**src/rtc_pkg.sv**
```systemverilog
// Purpose: shared constants and types for the time-of-day counter
// Assumes: 32-bit AXI4-Lite register access, one word per register
// Notes: register byte address is four times the register index
package rtc_pkg;

  // ****************************************
  // register map
  // ****************************************
  localparam int RTC_ADDR_W = 12;
  localparam logic [RTC_ADDR_W-1:0] RTC_IDX_SEC = 12'h118;
  localparam logic [RTC_ADDR_W-1:0] RTC_IDX_MIN = 12'h119;
  localparam logic [RTC_ADDR_W-1:0] RTC_IDX_HR = 12'h11a;
  localparam logic [RTC_ADDR_W-1:0] RTC_IDX_WK = 12'h11b;
  localparam logic [RTC_ADDR_W-1:0] RTC_IDX_CR1 = 12'h11c;
  localparam logic [RTC_ADDR_W-1:0] RTC_IDX_IEN = 12'h11d;
  localparam logic [1:0] RTC_IDX_SHIFT = 2'h2;
  localparam logic [7:0] RTC_REG_RESET = 8'h00;

  // ****************************************
  // clock_control_one bit positions
  // ****************************************
  localparam int RTC_CR_IND = 1;
  localparam int RTC_CR_GATE = 2;
  localparam int RTC_CR_INT = 3;
  localparam int RTC_CR_SOFT = 4;
  localparam int RTC_CR_PM = 5;
  localparam int RTC_CR_FMT = 6;
  localparam int RTC_CR_RUN = 7;
  localparam int RTC_BUSY_BIT = 7;
  localparam logic [5:0] RTC_IEN_MASK = 6'h3f;

  // ****************************************
  // counting limits
  // ****************************************
  localparam logic [3:0] RTC_LOW_MAX = 4'h9;
  localparam logic [2:0] RTC_TENS_MAX = 3'h5;
  localparam logic [1:0] RTC_H12_HIGH_MAX = 2'h1;
  localparam logic [3:0] RTC_H12_LOW_MAX = 4'h1;
  localparam logic [1:0] RTC_H24_HIGH_MAX = 2'h2;
  localparam logic [3:0] RTC_H24_LOW_MAX = 4'h3;
  localparam logic [2:0] RTC_WK_SAT = 3'h6;
  localparam logic [2:0] RTC_WK_SUN = 3'h0;

  // ****************************************
  // bus answers
  // ****************************************
  localparam logic [1:0] RTC_RESP_OKAY = 2'h0;
  localparam logic [1:0] RTC_RESP_SLVERR = 2'h2;

  typedef struct packed {
    logic [2:0] weekday_field;
    logic [1:0] hour_high_digit;
    logic [3:0] hour_low_digit;
    logic [2:0] min_high_digit;
    logic [3:0] min_low_digit;
    logic [2:0] sec_high_digit;
    logic [3:0] sec_low_digit;
  } rtc_time_s;

  typedef struct packed {
    logic run_request;
    logic hour_format_select;
    logic afternoon_flag;
    logic soft_clear;
    logic int_timing;
    logic clock_out_gate;
  } rtc_ctrl_s;

endpackage : rtc_pkg

```
**src/rtc_tod_counter.sv**
```systemverilog
// Purpose: time-of-day counter in clock mode with AXI4-Lite registers
// Assumes: subclock arrives asynchronously and is much slower than aclk
// Notes: one second is subclock/4, /2, /16, /256
// Functional notes
// - low seconds digit counts BCD 0-9 per tick, carries on rollover.
// - high seconds digit counts 0-5, then wraps and carries to minutes.
// - low minutes digit counts BCD 0-9 per minute carry, carries on rollover.
// - high minutes digit counts 0-5, then wraps and carries to hours.
// - low hours digit counts BCD 0-9 per hour carry, carries on rollover.
// - high hours digit counts 0-1 in 12-hour, 0-2 in 24-hour mode.
// - bit 7 of the four time registers reads busy while updating.
// - weekday 001b..110b is Monday..Saturday; software never writes 111b.
// - unassigned bits read zero.
// - control bit 1 reads counting status, read only.
// - control bit 2 enables clock output on the timer output pin.
// - writing 1 then 0 to control bit 4 clears time, enables, flags.
// - same sequence clears the 8-bit and 4-bit counters.
// - control bit 5 is a.m. 0, p.m. 1 in 12-hour mode.
// - hardware updates the a.m./p.m. flag while counting.
// - control bit 6 selects 12-hour (0) or 24-hour (1) operation.
// - control bit 7 starts counting on 1, stops on 0.
// - second tick comes from subclock/4 through /2, 4-bit, 8-bit counters.
// - weekday 000b is Sunday and a selectable interrupt condition.
//
// The AXI4-Lite interface to the registers was decided locally.
`timescale 1ns/1ps
`default_nettype none
module rtc_tod_counter #(
  parameter int NIB_W = 4,
  parameter int BYTE_W = 8
) (
  input wire logic aclk, // 250 MHz system clock
  input wire logic aresetn, // synchronous reset, active low
  input wire logic subclock, // asynchronous subclock pin
  input wire logic [rtc_pkg::RTC_ADDR_W-1:0] s_axi_awaddr, // write address
  input wire logic [2:0] s_axi_awprot, // write protection, unused
  input wire logic s_axi_awvalid, // write address valid
  output logic s_axi_awready, // write address ready
  input wire logic [31:0] s_axi_wdata, // write data
  input wire logic [3:0] s_axi_wstrb, // write byte enables
  input wire logic s_axi_wvalid, // write data valid
  output logic s_axi_wready, // write data ready
  output logic [1:0] s_axi_bresp, // write response
  output logic s_axi_bvalid, // write response valid
  input wire logic s_axi_bready, // write response ready
  input wire logic [rtc_pkg::RTC_ADDR_W-1:0] s_axi_araddr, // read address
  input wire logic [2:0] s_axi_arprot, // read protection, unused
  input wire logic s_axi_arvalid, // read address valid
  output logic s_axi_arready, // read address ready
  output logic [31:0] s_axi_rdata, // read data
  output logic [1:0] s_axi_rresp, // read response
  output logic s_axi_rvalid, // read data valid
  input wire logic s_axi_rready, // read data ready
  output logic timer_output_pin, // gated 1 Hz clock output
  output logic [5:0] interrupt_enable_reg // enable bits for the interrupt unit
);
  import rtc_pkg::*;

  // ****************************************
  // subclock synchroniser and prescaler
  // ****************************************
  logic sub_meta_q, sub_sync_q, sub_prev_q;
  logic [1:0] div4_q;
  logic div2_q;
  logic [NIB_W-1:0] nib_q;
  logic [BYTE_W-1:0] byte_q;
  logic sub_rise, tick4, nib_wrap, sec_tick;
  logic counting_indicator_q;
  logic busy_q;
  logic clear_now;
  rtc_time_s time_q, time_d;
  rtc_ctrl_s ctrl_q;
  logic pm_d;

  always_ff @(posedge aclk) begin
    if (!aresetn) begin
      sub_meta_q <= 1'b0;
      sub_sync_q <= 1'b0;
      sub_prev_q <= 1'b0;
    end else begin
      sub_meta_q <= subclock;
      sub_sync_q <= sub_meta_q;
      sub_prev_q <= sub_sync_q;
    end
  end

  assign sub_rise = sub_sync_q & ~sub_prev_q;
  assign tick4 = sub_rise & (&div4_q);
  assign nib_wrap = tick4 & counting_indicator_q & div2_q & (&nib_q);
  assign sec_tick = nib_wrap & (&byte_q);

  // the /4 divider runs free so start and stop line up with its edges
  always_ff @(posedge aclk) begin
    if (!aresetn) begin
      div4_q <= 2'h0;
    end else if (sub_rise) begin
      div4_q <= div4_q + 2'h1;
    end
  end

  always_ff @(posedge aclk) begin
    if (!aresetn || clear_now) begin
      div2_q <= 1'b0;
      nib_q <= '0;
      byte_q <= '0;
    end else if (tick4 && counting_indicator_q) begin
      div2_q <= ~div2_q;
      if (div2_q) begin
        nib_q <= nib_q + {{(NIB_W-1){1'b0}}, 1'b1};
      end
      if (nib_wrap) begin
        byte_q <= byte_q + {{(BYTE_W-1){1'b0}}, 1'b1};
      end
    end
  end

  // status follows the run bit only on a subclock/4 tick, so software sees the real state
  always_ff @(posedge aclk) begin
    if (!aresetn || clear_now) begin
      counting_indicator_q <= 1'b0;
    end else if (tick4) begin
      counting_indicator_q <= ctrl_q.run_request;
    end
  end

  // busy is the tick delayed one cycle, so it covers only the update cycle
  always_ff @(posedge aclk) begin
    if (!aresetn || clear_now) begin
      busy_q <= 1'b0;
    end else begin
      busy_q <= sec_tick;
    end
  end

  // ****************************************
  // time cascade
  // ****************************************
  always_comb begin
    logic c_min, c_hr, c_day, last_hr;
    time_d = time_q;
    pm_d = ctrl_q.afternoon_flag;
    c_min = 1'b0;
    c_hr = 1'b0;
    c_day = 1'b0;
    last_hr = 1'b0;
    if (time_q.sec_low_digit >= RTC_LOW_MAX) begin
      time_d.sec_low_digit = 4'h0;
      if (time_q.sec_high_digit >= RTC_TENS_MAX) begin
        time_d.sec_high_digit = 3'h0;
        c_min = 1'b1;
      end else begin
        time_d.sec_high_digit = time_q.sec_high_digit + 3'h1;
      end
    end else begin
      time_d.sec_low_digit = time_q.sec_low_digit + 4'h1;
    end
    if (c_min) begin
      if (time_q.min_low_digit >= RTC_LOW_MAX) begin
        time_d.min_low_digit = 4'h0;
        if (time_q.min_high_digit >= RTC_TENS_MAX) begin
          time_d.min_high_digit = 3'h0;
          c_hr = 1'b1;
        end else begin
          time_d.min_high_digit = time_q.min_high_digit + 3'h1;
        end
      end else begin
        time_d.min_low_digit = time_q.min_low_digit + 4'h1;
      end
    end
    if (ctrl_q.hour_format_select) begin
      last_hr = time_q.hour_high_digit >= RTC_H24_HIGH_MAX && time_q.hour_low_digit >= RTC_H24_LOW_MAX;
    end else begin
      last_hr = time_q.hour_high_digit >= RTC_H12_HIGH_MAX && time_q.hour_low_digit >= RTC_H12_LOW_MAX;
    end
    if (c_hr) begin
      if (last_hr) begin
        time_d.hour_high_digit = 2'h0;
        time_d.hour_low_digit = 4'h0;
        if (ctrl_q.hour_format_select) begin
          c_day = 1'b1;
        end else begin
          pm_d = ~ctrl_q.afternoon_flag;
          c_day = ctrl_q.afternoon_flag;
        end
      end else if (time_q.hour_low_digit >= RTC_LOW_MAX) begin
        time_d.hour_low_digit = 4'h0;
        time_d.hour_high_digit = time_q.hour_high_digit + 2'h1;
      end else begin
        time_d.hour_low_digit = time_q.hour_low_digit + 4'h1;
      end
    end
    if (c_day) begin
      if (time_q.weekday_field >= RTC_WK_SAT) begin
        time_d.weekday_field = RTC_WK_SUN;
      end else begin
        time_d.weekday_field = time_q.weekday_field + 3'h1;
      end
    end
  end

  // ****************************************
  // AXI4-Lite slave
  // ****************************************
  logic aw_held_q, w_held_q;
  logic [RTC_ADDR_W-1:0] aw_addr_q;
  logic [31:0] w_data_q;
  logic [3:0] w_strb_q;
  logic do_write;
  logic [RTC_ADDR_W-1:0] widx, ridx;
  logic wr_hit, rd_hit, wr_low, stopped;
  logic [7:0] wbyte, rbyte;

  assign s_axi_awready = ~aw_held_q & ~s_axi_bvalid;
  assign s_axi_wready = ~w_held_q & ~s_axi_bvalid;
  assign s_axi_arready = ~s_axi_rvalid;
  assign do_write = aw_held_q & w_held_q;
  assign widx = aw_addr_q >> RTC_IDX_SHIFT;
  assign ridx = s_axi_araddr >> RTC_IDX_SHIFT;
  assign wbyte = w_data_q[7:0];
  assign wr_low = do_write & w_strb_q[0];
  assign wr_hit = widx >= RTC_IDX_SEC && widx <= RTC_IDX_IEN;
  assign rd_hit = ridx >= RTC_IDX_SEC && ridx <= RTC_IDX_IEN;
  // time writes while running would race the cascade, so they are dropped
  assign stopped = ~ctrl_q.run_request & ~counting_indicator_q;
  assign clear_now = wr_low && widx == RTC_IDX_CR1 && ctrl_q.soft_clear && !wbyte[RTC_CR_SOFT];

  always_ff @(posedge aclk) begin
    if (!aresetn) begin
      aw_held_q <= 1'b0;
      aw_addr_q <= '0;
    end else if (s_axi_awvalid && s_axi_awready) begin
      aw_held_q <= 1'b1;
      aw_addr_q <= s_axi_awaddr;
    end else if (do_write) begin
      aw_held_q <= 1'b0;
    end
  end

  always_ff @(posedge aclk) begin
    if (!aresetn) begin
      w_held_q <= 1'b0;
      w_data_q <= 32'h0000_0000;
      w_strb_q <= 4'h0;
    end else if (s_axi_wvalid && s_axi_wready) begin
      w_held_q <= 1'b1;
      w_data_q <= s_axi_wdata;
      w_strb_q <= s_axi_wstrb;
    end else if (do_write) begin
      w_held_q <= 1'b0;
    end
  end

  always_ff @(posedge aclk) begin
    if (!aresetn) begin
      s_axi_bvalid <= 1'b0;
      s_axi_bresp <= RTC_RESP_OKAY;
    end else if (do_write) begin
      s_axi_bvalid <= 1'b1;
      s_axi_bresp <= wr_hit ? RTC_RESP_OKAY : RTC_RESP_SLVERR;
    end else if (s_axi_bready) begin
      s_axi_bvalid <= 1'b0;
    end
  end

  // ****************************************
  // time and control registers
  // ****************************************
  always_ff @(posedge aclk) begin
    if (!aresetn || clear_now) begin
      time_q <= '0;
    end else if (busy_q) begin
      time_q <= time_d;
    end else if (wr_low && stopped) begin
      case (widx)
        RTC_IDX_SEC: begin
          time_q.sec_low_digit <= wbyte[3:0];
          time_q.sec_high_digit <= wbyte[6:4];
        end
        RTC_IDX_MIN: begin
          time_q.min_low_digit <= wbyte[3:0];
          time_q.min_high_digit <= wbyte[6:4];
        end
        RTC_IDX_HR: begin
          time_q.hour_low_digit <= wbyte[3:0];
          time_q.hour_high_digit <= wbyte[5:4];
        end
        RTC_IDX_WK: begin
          time_q.weekday_field <= wbyte[2:0];
        end
        default: begin
        end
      endcase
    end
  end

  always_ff @(posedge aclk) begin
    if (!aresetn) begin
      ctrl_q <= '0;
    end else if (clear_now) begin
      ctrl_q <= '0;
      // the output gate is outside the soft clear, so the clearing write still sets it
      ctrl_q.clock_out_gate <= wbyte[RTC_CR_GATE];
    end else if (wr_low && widx == RTC_IDX_CR1) begin
      ctrl_q.run_request <= wbyte[RTC_CR_RUN];
      ctrl_q.hour_format_select <= wbyte[RTC_CR_FMT];
      // a hardware toggle in the same cycle wins over the written value
      ctrl_q.afternoon_flag <= (busy_q && pm_d != ctrl_q.afternoon_flag) ? pm_d : wbyte[RTC_CR_PM];
      ctrl_q.soft_clear <= wbyte[RTC_CR_SOFT];
      ctrl_q.int_timing <= wbyte[RTC_CR_INT];
      ctrl_q.clock_out_gate <= wbyte[RTC_CR_GATE];
    end else if (busy_q) begin
      ctrl_q.afternoon_flag <= pm_d;
    end
  end

  always_ff @(posedge aclk) begin
    if (!aresetn || clear_now) begin
      interrupt_enable_reg <= 6'h00;
    end else if (wr_low && widx == RTC_IDX_IEN) begin
      interrupt_enable_reg <= wbyte[5:0] & RTC_IEN_MASK;
    end
  end

  // square wave from the 8-bit counter top bit, one period per second
  always_ff @(posedge aclk) begin
    if (!aresetn) begin
      timer_output_pin <= 1'b0;
    end else begin
      timer_output_pin <= ctrl_q.clock_out_gate & byte_q[BYTE_W-1];
    end
  end

  // ****************************************
  // read path
  // ****************************************
  always_comb begin
    rbyte = RTC_REG_RESET;
    case (ridx)
      RTC_IDX_SEC: rbyte = {busy_q, time_q.sec_high_digit, time_q.sec_low_digit};
      RTC_IDX_MIN: rbyte = {busy_q, time_q.min_high_digit, time_q.min_low_digit};
      RTC_IDX_HR: rbyte = {busy_q, 1'b0, time_q.hour_high_digit, time_q.hour_low_digit};
      RTC_IDX_WK: rbyte = {busy_q, 4'h0, time_q.weekday_field};
      RTC_IDX_CR1: rbyte = {ctrl_q.run_request, ctrl_q.hour_format_select, ctrl_q.afternoon_flag,
        ctrl_q.soft_clear, ctrl_q.int_timing, ctrl_q.clock_out_gate, counting_indicator_q, 1'b0};
      RTC_IDX_IEN: rbyte = {2'h0, interrupt_enable_reg};
      default: rbyte = RTC_REG_RESET;
    endcase
  end

  always_ff @(posedge aclk) begin
    if (!aresetn) begin
      s_axi_rvalid <= 1'b0;
      s_axi_rdata <= 32'h0000_0000;
      s_axi_rresp <= RTC_RESP_OKAY;
    end else if (s_axi_arvalid && s_axi_arready) begin
      s_axi_rvalid <= 1'b1;
      s_axi_rdata <= {24'h00_0000, rbyte};
      s_axi_rresp <= rd_hit ? RTC_RESP_OKAY : RTC_RESP_SLVERR;
    end else if (s_axi_rready) begin
      s_axi_rvalid <= 1'b0;
    end
  end

endmodule : rtc_tod_counter
`default_nettype wire

```
**config.mk**
```make
export PLATFORM = sky130hd
export DESIGN_NAME = rtc_tod_counter
export DESIGN_NICKNAME = d
export VERILOG_FILES = /design/src/rtc_pkg.sv /design/src/rtc_tod_counter.sv
export SDC_FILE = /design/constraint.sdc
export NUM_CORES = 1
export LEC_CHECK = 0
export BUFFER_PORTS_ARGS = -buffer_cell sky130_fd_sc_hd__buf_2
export CAP_MARGIN = 15
export CORE_AREA = 2 2 112 114
export CTS_BUF_LIST = sky130_fd_sc_hd__clkbuf_4 sky130_fd_sc_hd__clkbuf_8
export DETAILED_ROUTE_END_ITERATION = 10
export DIE_AREA = 0 0 114 116
export PLACE_DENSITY = 0.67
export REMOVE_ABC_BUFFERS = 1
export SKIP_LAST_GASP = 1
export SLEW_MARGIN = 0
export SYNTH_ARGS = -nofsm -noshare
export SYNTH_HDL_FRONTEND = slang
export SYNTH_SLANG_ARGS = --single-unit
```
**constraint.sdc**
```tcl
create_clock -name aclk -period 2.06 [get_ports aclk]
set_input_delay 0.412 -clock aclk [delete_from_list [all_inputs] [get_ports aclk]]
set_output_delay 0.412 -clock aclk [all_outputs]
set_load 0.01 [all_outputs]
```
; Word level (Yosys, flattened, before mapping)
; Cells that the tools add are included.
; W data, S select, Z words.
[op_classes]
div = 0
n_mul = 0
bitwise_logic = 22
n_addsub = 10
eq_ne = 19
shifts = 0
mux = 46
n_reduce_logical = 41
order_cmp = 14
[op_table]
columns = cell, count
row1 = $eq A10 B9 Y1 const B, 12
row2 = $pmux W8 S6, 1
row3 = $mux W23, 2
row4 = $mux W1, 24
row5 = $reduce_bool A2 Y1, 11
row6 = $mux W3, 7
row7 = $mux W7, 3
row8 = $ge A10 B9 Y1 const B, 2
row9 = $le A10 B9 Y1 const B, 2
row10 = $mux W6, 3
row11 = $add A4 B1 Y4 const B, 4
row12 = $logic_and A1 B1 Y1, 14
row13 = $and A1 B1 Y1, 12
row14 = $ge A4 B4 Y1 const B, 3
row15 = $mux W4, 3
row16 = $reduce_and A3 Y1, 4
row17 = $reduce_and A4 Y1, 3
row18 = $ne A2 B1 Y1 const B, 5
row19 = $not A1 Y1, 10
row20 = $add A3 B1 Y3 const B, 3
row21 = $ge A3 B3 Y1 const B, 3
row22 = $add A8 B1 Y8 const B, 1
row23 = $reduce_and A2 Y1, 4
row24 = $reduce_and A8 Y1, 1
row25 = other kinds (11), 15
[totals]
ram_bits = 0
in_bits = 74
elab_cells = 186
mem_bits_ro = 0
output_inout_bits = 48
n_memories = 0
latch_bits = 0
regBits = 93

; Depth between registers and ports, before layout
; Gate-level depths: netlist (run 1).
[logic_depth]
ltp_word = 9
mapped_depth = 8

; Worst setup path after synthesis (run 1)
; OpenSTA, ideal clock, no wires.
[synth_timing]
kind = reg-to-reg
from = register aw_addr_q[11]
to = register time_q[9] (netlist bit)
slack_ns = -0.030
path_stages_with_launch = 6
setup_ns = 0.117
arrival_time_ns = 1.973
path_cell_list = dfxtp_1 > or4b_4 > or4_1 > buf_6 > o21a_2 > a32o_1
[synth_via]
elab_chain_cells = 5
elab_cells_between_ends = 8
classes_between = 2 x eq/ne / 6 x reduce/logical
[synth_lines]
columns = element, line
row1 = from (decl), rtc_tod_counter.sv:205  ; logic [RTC_ADDR_W-1:0] aw_addr_q;
row2 = from (signal assigned), rtc_tod_counter.sv:233  ; aw_addr_q <= s_axi_awaddr;
row3 = $eq A10 B9 Y1, rtc_tod_counter.sv:225  ; assign clear_now = wr_low && widx == RTC_IDX_CR1 && ctrl_q.soft_clear && !wbyte[RTC_CR_SOFT];
row4 = $logic_and A1 B1 Y1 (3 in a row), rtc_tod_counter.sv:225
row5 = $logic_or A1 B1 Y1, rtc_tod_counter.sv:269  ; if (!aresetn || clear_now) begin
row6 = to (signal assigned), rtc_tod_counter.sv:272  ; time_q <= time_d;
row7 = to (decl), rtc_tod_counter.sv:71  ; rtc_time_s time_q, time_d;
; Parallel ways exist; a longest one is shown, timed or not.
; A chain may end at the register's enable or synchronous reset.

; Worst setup path in the final report (run 1)
; Same ends and word-level chain as after synthesis.

==> qor.txt, run 1 <==
number of diodes - 0
share of flip-flops with an asynchronous set or reset - 0%
CTS tree - yes
most common library cell in the layout ignoring fill and taps - sky130_fd_sc_hd__dfxtp_1
time the final worst path needs with I/O delays and setup - 2030 ps
Avg Vias per Cell - 5.35
cell area after synthesis - 4730 sq um
detailed-route via count - 4,295
Final Routed Wirelength - 12,100 um
Worst Path Arrival - 2300 ps
part of the power in the clock network - 38.1%
category of the critical setup timing path - flop to flop
DP Area - 5340 sq um
post-layout worst setup margin - 34.2 ps
pin count of the biggest net entering global routing - 27
largest registers ranked by flip-flop count - time_q x23, aw_addr_q x10
total global routing track utilization - 18.5%
vias in the first global route - 3,982
fraction of power spent switching nets - 25.6%
dpl hpwl - 9180 um
most area-hungry cell type in the Yosys netlist - sky130_fd_sc_hd__dfxtp_1
average wire per standard cell - 15.1 um
initial standard-cell utilization of the core - 39.7%
Final TNS setup - 0 ps
buffers from clock root to sink, at most - 2
reg2reg path depth - 6
power per standard cell area - 589 nW/um^2
clock skew - 9.19 ps
Hold Fails Final Rpt - 0
Max FO, Critical Path - 5
sequential share of power - 52.8%
area of the multi-input gates - 2780 sq um
most frequent cells in the layout - sky130_fd_sc_hd__dfxtp_1 (85), sky130_fd_sc_hd__nand2_1 (77), sky130_fd_sc_hd__buf_2 (58), sky130_fd_sc_hd__nor2_1 (44), sky130_fd_sc_hd__buf_4 (38)
number of buffer cells added on primary ports - 58
# Max-Cap Violations - 0
first drt pass iteration count - 5
Internal Dissipation - 2.52 mW
setup slack of the worst register-to-register path - 30 ps
Pwr Total - 3.39 mW
post-synthesis cell type count - 64
drt drc - 0
Remaining Overflow, GRT - 0
post-route standard cell area excluding fillers - 5750 sq um
maximum clock frequency - 494 MHz
synthesized instance count - 558
switching power total - 0.867 mW
max-slew violation count - 0
run status - finished, final reports clean
power share of the combinational group - 9.1%
nature of the critical path endpoint - flop
startpoint of the most critical register-to-register path - aw_addr_q[11]
worst hold path startpoint - subclock
worst-case hold path end point - sub_meta_q
predominant post-synthesis flop cell - sky130_fd_sc_hd__dfxtp_1
Post-Synth Adder-Cell Area - 5.55%
number of clock buffers inserted by TritonCTS - 9
number of fill cells in the layout - 1,134
multiplexer share of the synthesized area - 6.29%
met3 WL post-DR - 710 um
root buf cell - sky130_fd_sc_hd__clkbuf_8
number of rows in the core area - 40
share of the synthesized area in compound gates (AO/OA/AOI/OAI) - 17.6%
Antenna Nets Post-Route - 0
Most flops, register - time_q
Chip Width - 114 um
sequential cell area fraction in the yosys report - 37.7%
average cell area after synthesis - 8.48 sq um
die outline height - 116 um
area occupied by registers - 1790 sq um
Yosys reg bits - 89
DIE AREA - 13,200 sq um
number of failing setup endpoints in the final timing report - 0
met1 wire length - 5470 um
latest clock arrival within the worst-skew pair - 380 ps
number of enable-type register cells in the synthesized netlist - 0
parity-gate share of the synthesized area counting xor and xnor cells - 2.04%
area share of and/or/nand/nor cells after synthesis - 22.7%
clock-pin slew reported for the worst setup and hold paths after clock tree synthesis - 90 ps
top area cells in the synthesized netlist - sky130_fd_sc_hd__dfxtp_1 (38%), sky130_fd_sc_hd__nand2_1 (6.1%), sky130_fd_sc_hd__ha_1 (5.6%)
maximum VDD drop - 0.506 mV
main combinational cell family by area after synthesis - simple AND/OR/NAND/NOR gates
signed area change from the synthesized netlist to the final layout - 21.5%
number of H-tree branching levels - 3
RSZ-0062 raised after global routing - yes
# clock sinks - 89
top-level I/O count - 122
Period Utilization, post-route - 98.3%
post-placement setup slack - -148 ps
reported leakage power - 2.42 nW
initial antenna violation count - 0
fraction of final layout cells with drive strength greater than 1 - 23.3%
number of flip-flops under the largest register name - 23
number of nets in the final layout - 746
Worst Hold Depth - 2
path type of the worst min-delay path - input port to flop
top-area cell type share of the netlist area - 37.7%
critical path startpoint category - flop
required time at the endpoint of the critical path - 2330 ps
wire length of the first global-routing pass - 19,400 um
First DRT Iteration DRCs - 206
top layer in use - met4
final weighted congestion of routability-driven global placement - 0.892
WL met2 - 5660 um
Worst Hold Slack - 240 ps
warnings from Yosys - 0
terminus of the critical flop-to-flop path - time_q[9]
Std-Cell Core Area - 11,900 sq um
==> synthesized netlist by cell type, types with 2 or more instances <==
library cell	count
sky130_fd_sc_hd__nand4_1	7
sky130_fd_sc_hd__o32ai_1	2
sky130_fd_sc_hd__nand4b_1	4
sky130_fd_sc_hd__nand3b_1	2
sky130_fd_sc_hd__xnor2_1	3
sky130_fd_sc_hd__or4_1	3
sky130_fd_sc_hd__o21ai_0	29
sky130_fd_sc_hd__ha_1	21
sky130_fd_sc_hd__o22ai_1	7
sky130_fd_sc_hd__a22o_1	3
sky130_fd_sc_hd__and4_1	3
sky130_fd_sc_hd__buf_1	2
sky130_fd_sc_hd__and2_1	6
sky130_fd_sc_hd__or2_2	2
sky130_fd_sc_hd__nor3b_1	5
sky130_fd_sc_hd__nand3_1	14
sky130_fd_sc_hd__nor3_1	13
sky130_fd_sc_hd__buf_4	27
sky130_fd_sc_hd__clkbuf_1	12
sky130_fd_sc_hd__nor4bb_1	2
sky130_fd_sc_hd__nor2_1	45
sky130_fd_sc_hd__a21oi_1	20
sky130_fd_sc_hd__a22oi_1	5
sky130_fd_sc_hd__nand2_1	77
sky130_fd_sc_hd__o31ai_1	4
sky130_fd_sc_hd__dfxtp_1	89
sky130_fd_sc_hd__inv_1	25
sky130_fd_sc_hd__buf_2	4
sky130_fd_sc_hd__nand2b_1	8
sky130_fd_sc_hd__mux4_2	3
sky130_fd_sc_hd__nor2b_1	12
sky130_fd_sc_hd__a21boi_0	25
sky130_fd_sc_hd__a31oi_1	3
sky130_fd_sc_hd__a211oi_1	7
sky130_fd_sc_hd__mux2i_1	23
sky130_fd_sc_hd__o311a_1	2
sky130_fd_sc_hd__and3_1	5
sky130_fd_sc_hd__xor2_1	8
==> how the worst max path moves through the flow <==
stage / startpoint / end / slack [ps] / cells past startpoint
3_3_place_gp: time_q[0] / time_q[22] / -80 / 7
6_report: aw_addr_q[11] / time_q[9] / 30 / 6
5_1_grt: aw_addr_q[11] / time_q[15] / -40 / 7
3_5_place_dp: time_q[0] / time_q[8] / -150 / 9
2_1_floorplan: aw_addr_q[11] / time_q[9] / -560 / 5
4_1_cts: aw_addr_q[11] / time_q[11] / 4 / 8
==> cells by family (layout without fill, tap and decap cells) <==
group                      Yosys count  count (layout)
and+or+nand+nor                    216             216
AOI/OAI and AO/OA                  123             123
DFF                                 89              89
buffers and inverters               71             144
muxes                               26              26
adders and majority gates           21              21
xor gates and xnor gates            11              11
other                                1              26
==> routing by layer <==
| layer | vias up | GRT usage [%] |
|---|---|---|
| met1 | 2011 | 24.7 |
| met2 | 149 | 29.7 |
| met5 | - | 0 |
| met4 | 0 | 5.12 |
| met3 | 24 | 4.81 |
| li1 | 2111 | - |
==> critical path: stages (launching register included) <==
cell and delay [ps]:
sky130_fd_sc_hd__dfxtp_2 330, sky130_fd_sc_hd__or4b_4 540, sky130_fd_sc_hd__or4_4 480, sky130_fd_sc_hd__o21ai_4 170, sky130_fd_sc_hd__buf_12 140, sky130_fd_sc_hd__nor2_1 50, sky130_fd_sc_hd__a32o_1 210
==> power groups by stage <==
stage               Combinational (mW)  Clock (mW)  Sequential, mW
detailed placement               0.291           0            1.83
global placement                 0.284           0            1.82
finish                           0.309        1.29            1.79
CTS                              0.294        1.32            1.79
floorplan                        0.146           0            1.82
global route                     0.345        1.39            1.79
==> through the flow <==
stage	utilization [%]	cells
after floorplan	-	537
after global placement	44.8	782
after detailed placement	44.8	782
after CTS	46.8	798
after global routing	48.2	803
final	48.2	803
==> final cells by class <==
type / count / share of cell area (%)
clock buffers: 11 / 2.63
repair buffers: 103 / 12.1
well taps: 147 / 3.20
inverters: 25 / 1.63
multi-input cells: 423 / 48.3
clock inverters: 5 / 1.07
flip-flops and latches: 89 / 31.1
==> timing repair <==
| action | in CTS | in global routing |
|---|---|---|
| hold buffers | 0 | 0 |
| resized for setup | 5 | 29 |
| buffers inserted | 0 | 4 |
| gates cloned | 0 | 1 |
| endpoints found under the setup margin | 47 | 30 |
| pin swaps | 2 | 8 |
(Power assumes the default switching activity.)
==> run 2, diff against run 1 <==
--- a/config.mk
+++ b/config.mk
@@ -7,11 +7,13 @@
 export LEC_CHECK = 0
 export BUFFER_PORTS_ARGS = -buffer_cell sky130_fd_sc_hd__buf_2
 export CAP_MARGIN = 15
-export CORE_AREA = 2 2 112 114
+export CELL_PAD_IN_SITES_DETAIL_PLACEMENT = 2
+export CELL_PAD_IN_SITES_GLOBAL_PLACEMENT = 2
+export CORE_AREA = 2 2 131 133
 export CTS_BUF_LIST = sky130_fd_sc_hd__clkbuf_4 sky130_fd_sc_hd__clkbuf_8
 export DETAILED_ROUTE_END_ITERATION = 10
-export DIE_AREA = 0 0 114 116
-export PLACE_DENSITY = 0.67
+export DIE_AREA = 0 0 133 135
+export PLACE_DENSITY = 0.84
 export REMOVE_ABC_BUFFERS = 1
 export SKIP_LAST_GASP = 1
 export SLEW_MARGIN = 0
==> run 2 against run 1 <==
  * The flow now finishes with violations (negative setup slack)
  * Critical endpoint is now time_q[22]
  * First-iteration DRC count is 22% higher
  * Combinational power is 10% higher
  * Sequential cell count stayed put
  * Non-clock buffer count increased by 2
  * Critical path depth grew 2
  * Register-to-register slack got worse by 180 ps
  * Maximum frequency fell by 8.1%
  * Critical path type unchanged
==> qor.txt, run 2 (synthesis results as in run 1) <==
final weighted congestion of routability-driven global placement - 0.882 (-1.2%)
Final Routed Wirelength - 20,300 um (+68%)
category of the critical setup timing path - flop to flop
buffers from clock root to sink, at most - 2 (unchanged)
post-route standard cell area excluding fillers - 5930 sq um (+3.2%)
Most flops, register - time_q
largest registers ranked by flip-flop count - time_q x23, aw_addr_q x10
average wire per standard cell - 23.1 um (+54%)
number of flip-flops under the largest register name - 23 (unchanged)
Worst-Margin Slew - 666 ps
fraction of final layout cells with drive strength greater than 1 - 26.0% (+2.7 points)
maximum VDD drop - 0.366 mV (-28%)
worst-case headroom to the max-slew limit - 55.2%
number of H-tree branching levels - 3 (unchanged)
area of the multi-input gates - 2890 sq um (+4.1%)
post-layout worst setup margin - -145 ps (-180 ps)
reported leakage power - 2.45 nW (+1.3%)
number of clock buffers inserted by TritonCTS - 9 (unchanged)
number of fill cells in the layout - 1,826 (+61%)
pin count of the biggest net entering global routing - 30 (+11%)
post-placement setup slack - -188 ps (-40.0 ps)
detailed-route via count - 4,691 (+9.2%)
Std-Cell Core Area - 16,400 sq um (+38%)
Antenna Nets Post-Route - 0 (unchanged)
RSZ-0062 raised after global routing - yes
top-level I/O count - 122 (unchanged)
number of nets in the final layout - 748 (+0.27%)
power per standard cell area - 562 nW/um^2 (-4.6%)
initial antenna violation count - 0 (unchanged)
Hold Fails Final Rpt - 0 (unchanged)
path type of the worst min-delay path - input port to flop
critical path startpoint category - flop
area occupied by registers - 1790 sq um (+0.14%)
maximum clock frequency - 453 MHz (-8.1%)
DP Area - 5440 sq um (+1.9%)
signed area change from the synthesized netlist to the final layout - 25.4%
max-slew violation count - 0 (unchanged)
Max FO, Critical Path - 4 (-1)
placed cells - 855 (+9.3%)
most frequent cells in the layout - sky130_fd_sc_hd__dfxtp_1 (83), sky130_fd_sc_hd__nand2_1 (76), sky130_fd_sc_hd__buf_2 (58), sky130_fd_sc_hd__nor2_1 (43), sky130_fd_sc_hd__buf_4 (36)
Period Utilization, post-route - 107% (+8.7 points)
clock-pin slew reported for the worst setup and hold paths after clock tree synthesis - 100 ps (about the same)
core utilization of the finished layout - 36.2% (-12 points)
root buf cell - sky130_fd_sc_hd__clkbuf_8
nature of the critical path endpoint - flop
post-route insts no fill - 877 (+9.2%)
clock skew - 13.8 ps (+4.66 ps)
number of diodes - 0 (unchanged)
number of failing setup endpoints in the final timing report - 16 (+16)
Chip Width - 133 um (+17%)
required time at the endpoint of the critical path - 2330 ps (about the same)
First DRT Iteration DRCs - 251 (+22%)
Avg Vias per Cell - 5.35 (about the same)
Pwr Total - 3.33 mW (-1.5%)
Final TNS setup - -1000 ps (-1000 ps)
most common library cell in the layout ignoring fill and taps - sky130_fd_sc_hd__dfxtp_1
cell type of the slowest stage on the worst timing path - sky130_fd_sc_hd__o41ai_1
total global routing track utilization - 19.5% (+0.98 points)
initial standard-cell utilization of the core - 28.8% (-11 points)
vias in the first global route - 5,001 (+26%)
wire length of the first global-routing pass - 27,200 um (+41%)
drt drc - 0 (unchanged)
number of buffer cells added on primary ports - 58 (unchanged)
hold_buf cts - 0 (unchanged)
time the final worst path needs with I/O delays and setup - 2210 ps (+180 ps)
Worst Hold Slack - 213 ps (-26.8 ps)
DIE AREA - 18,000 sq um (+36%)
Remaining Overflow, GRT - 0 (unchanged)
first drt pass iteration count - 5 (unchanged)
violations in the final reports - negative setup slack
Worst Path Arrival - 2470 ps (+170 ps)
run status - complete, but fails checks
CTS tree - yes
CP Cell Sequence - inv_1 > ha_1 > nor3b_2 > buf_4 > nor3_4 > nand2_1 > o41ai_1 > a21oi_1
CP peak stage delay - 470 ps (-70 ps)
latest clock arrival within the worst-skew pair - 400 ps (+20 ps)
number of rows in the core area - 47 (+18%)
dpl hpwl - 12,700 um (+39%)
# Max-Cap Violations - 0 (unchanged)
# clock sinks - 89 (unchanged)
die outline height - 135 um (+16%)
## run 2: cell types whose count changed in the layout (fill, tap and decap cells not counted), moves of 3 or more
cell | before | now
sky130_fd_sc_hd__a21oi_1 | 19 | 16
sky130_fd_sc_hd__a21oi_2 | 1 | 4
sky130_fd_sc_hd__buf_6 | 3 | 8
sky130_fd_sc_hd__nor3_1 | 10 | 7
sky130_fd_sc_hd__nor3_2 | 1 | 4
## run 2: worst paths after layout
kind	depth (start not counted)	end	slack, ps	startpoint
max	8	time_q[22]	-150	time_q[0]
min	2	sub_meta_q	210	subclock
max reg2reg	8	time_q[22]	-150	time_q[0]
min reg2reg	1	sub_sync_q	450	sub_meta_q
## run 2: area by class of cell
| class | instances | share of cell area [%] |
|---|---|---|
| Clock buffer | 9 | 2.09 |
| Clock inverter | 6 | 0.865 |
| Inverter | 25 | 1.58 |
| Multi-Input combinational cell | 423 | 48.7 |
| Sequential cell | 89 | 30.2 |
| Tap cell | 220 | 4.64 |
| Timing Repair Buffer | 105 | 12.0 |
## run 2: per-layer routing
layer	global-route usage (%)	vias up	wire length, um
li1	-	2099	-
met1	22.8	2379	8000
met2	35.9	160	10800
met3	4.17	53	904
met4	5.14	0	551
met5	0	-	0
## run 2: report_power, final
part | total [mW] | switching [mW] | internal [mW]
sequential | 1.80 | 0.0399 | 1.76
combinational | 0.341 | 0.218 | 0.123
clock | 1.19 | 0.743 | 0.452
## run 2: repair_timing
item / in CTS / in global routing
gates resized for setup: 18 / 48
endpoints found under the setup margin: 49 / 41
pin swaps: 7 / 13
cloned: 0 / 1
setup buffers: 5 / 1
## run 2: worst max-delay path, delay by kind of cell (launching register included)
family	cells	cell delay, ps
simple gates	3	650
compound gates	2	640
flops	1	350
buf+inv	2	240
fa+ha+maj	1	200
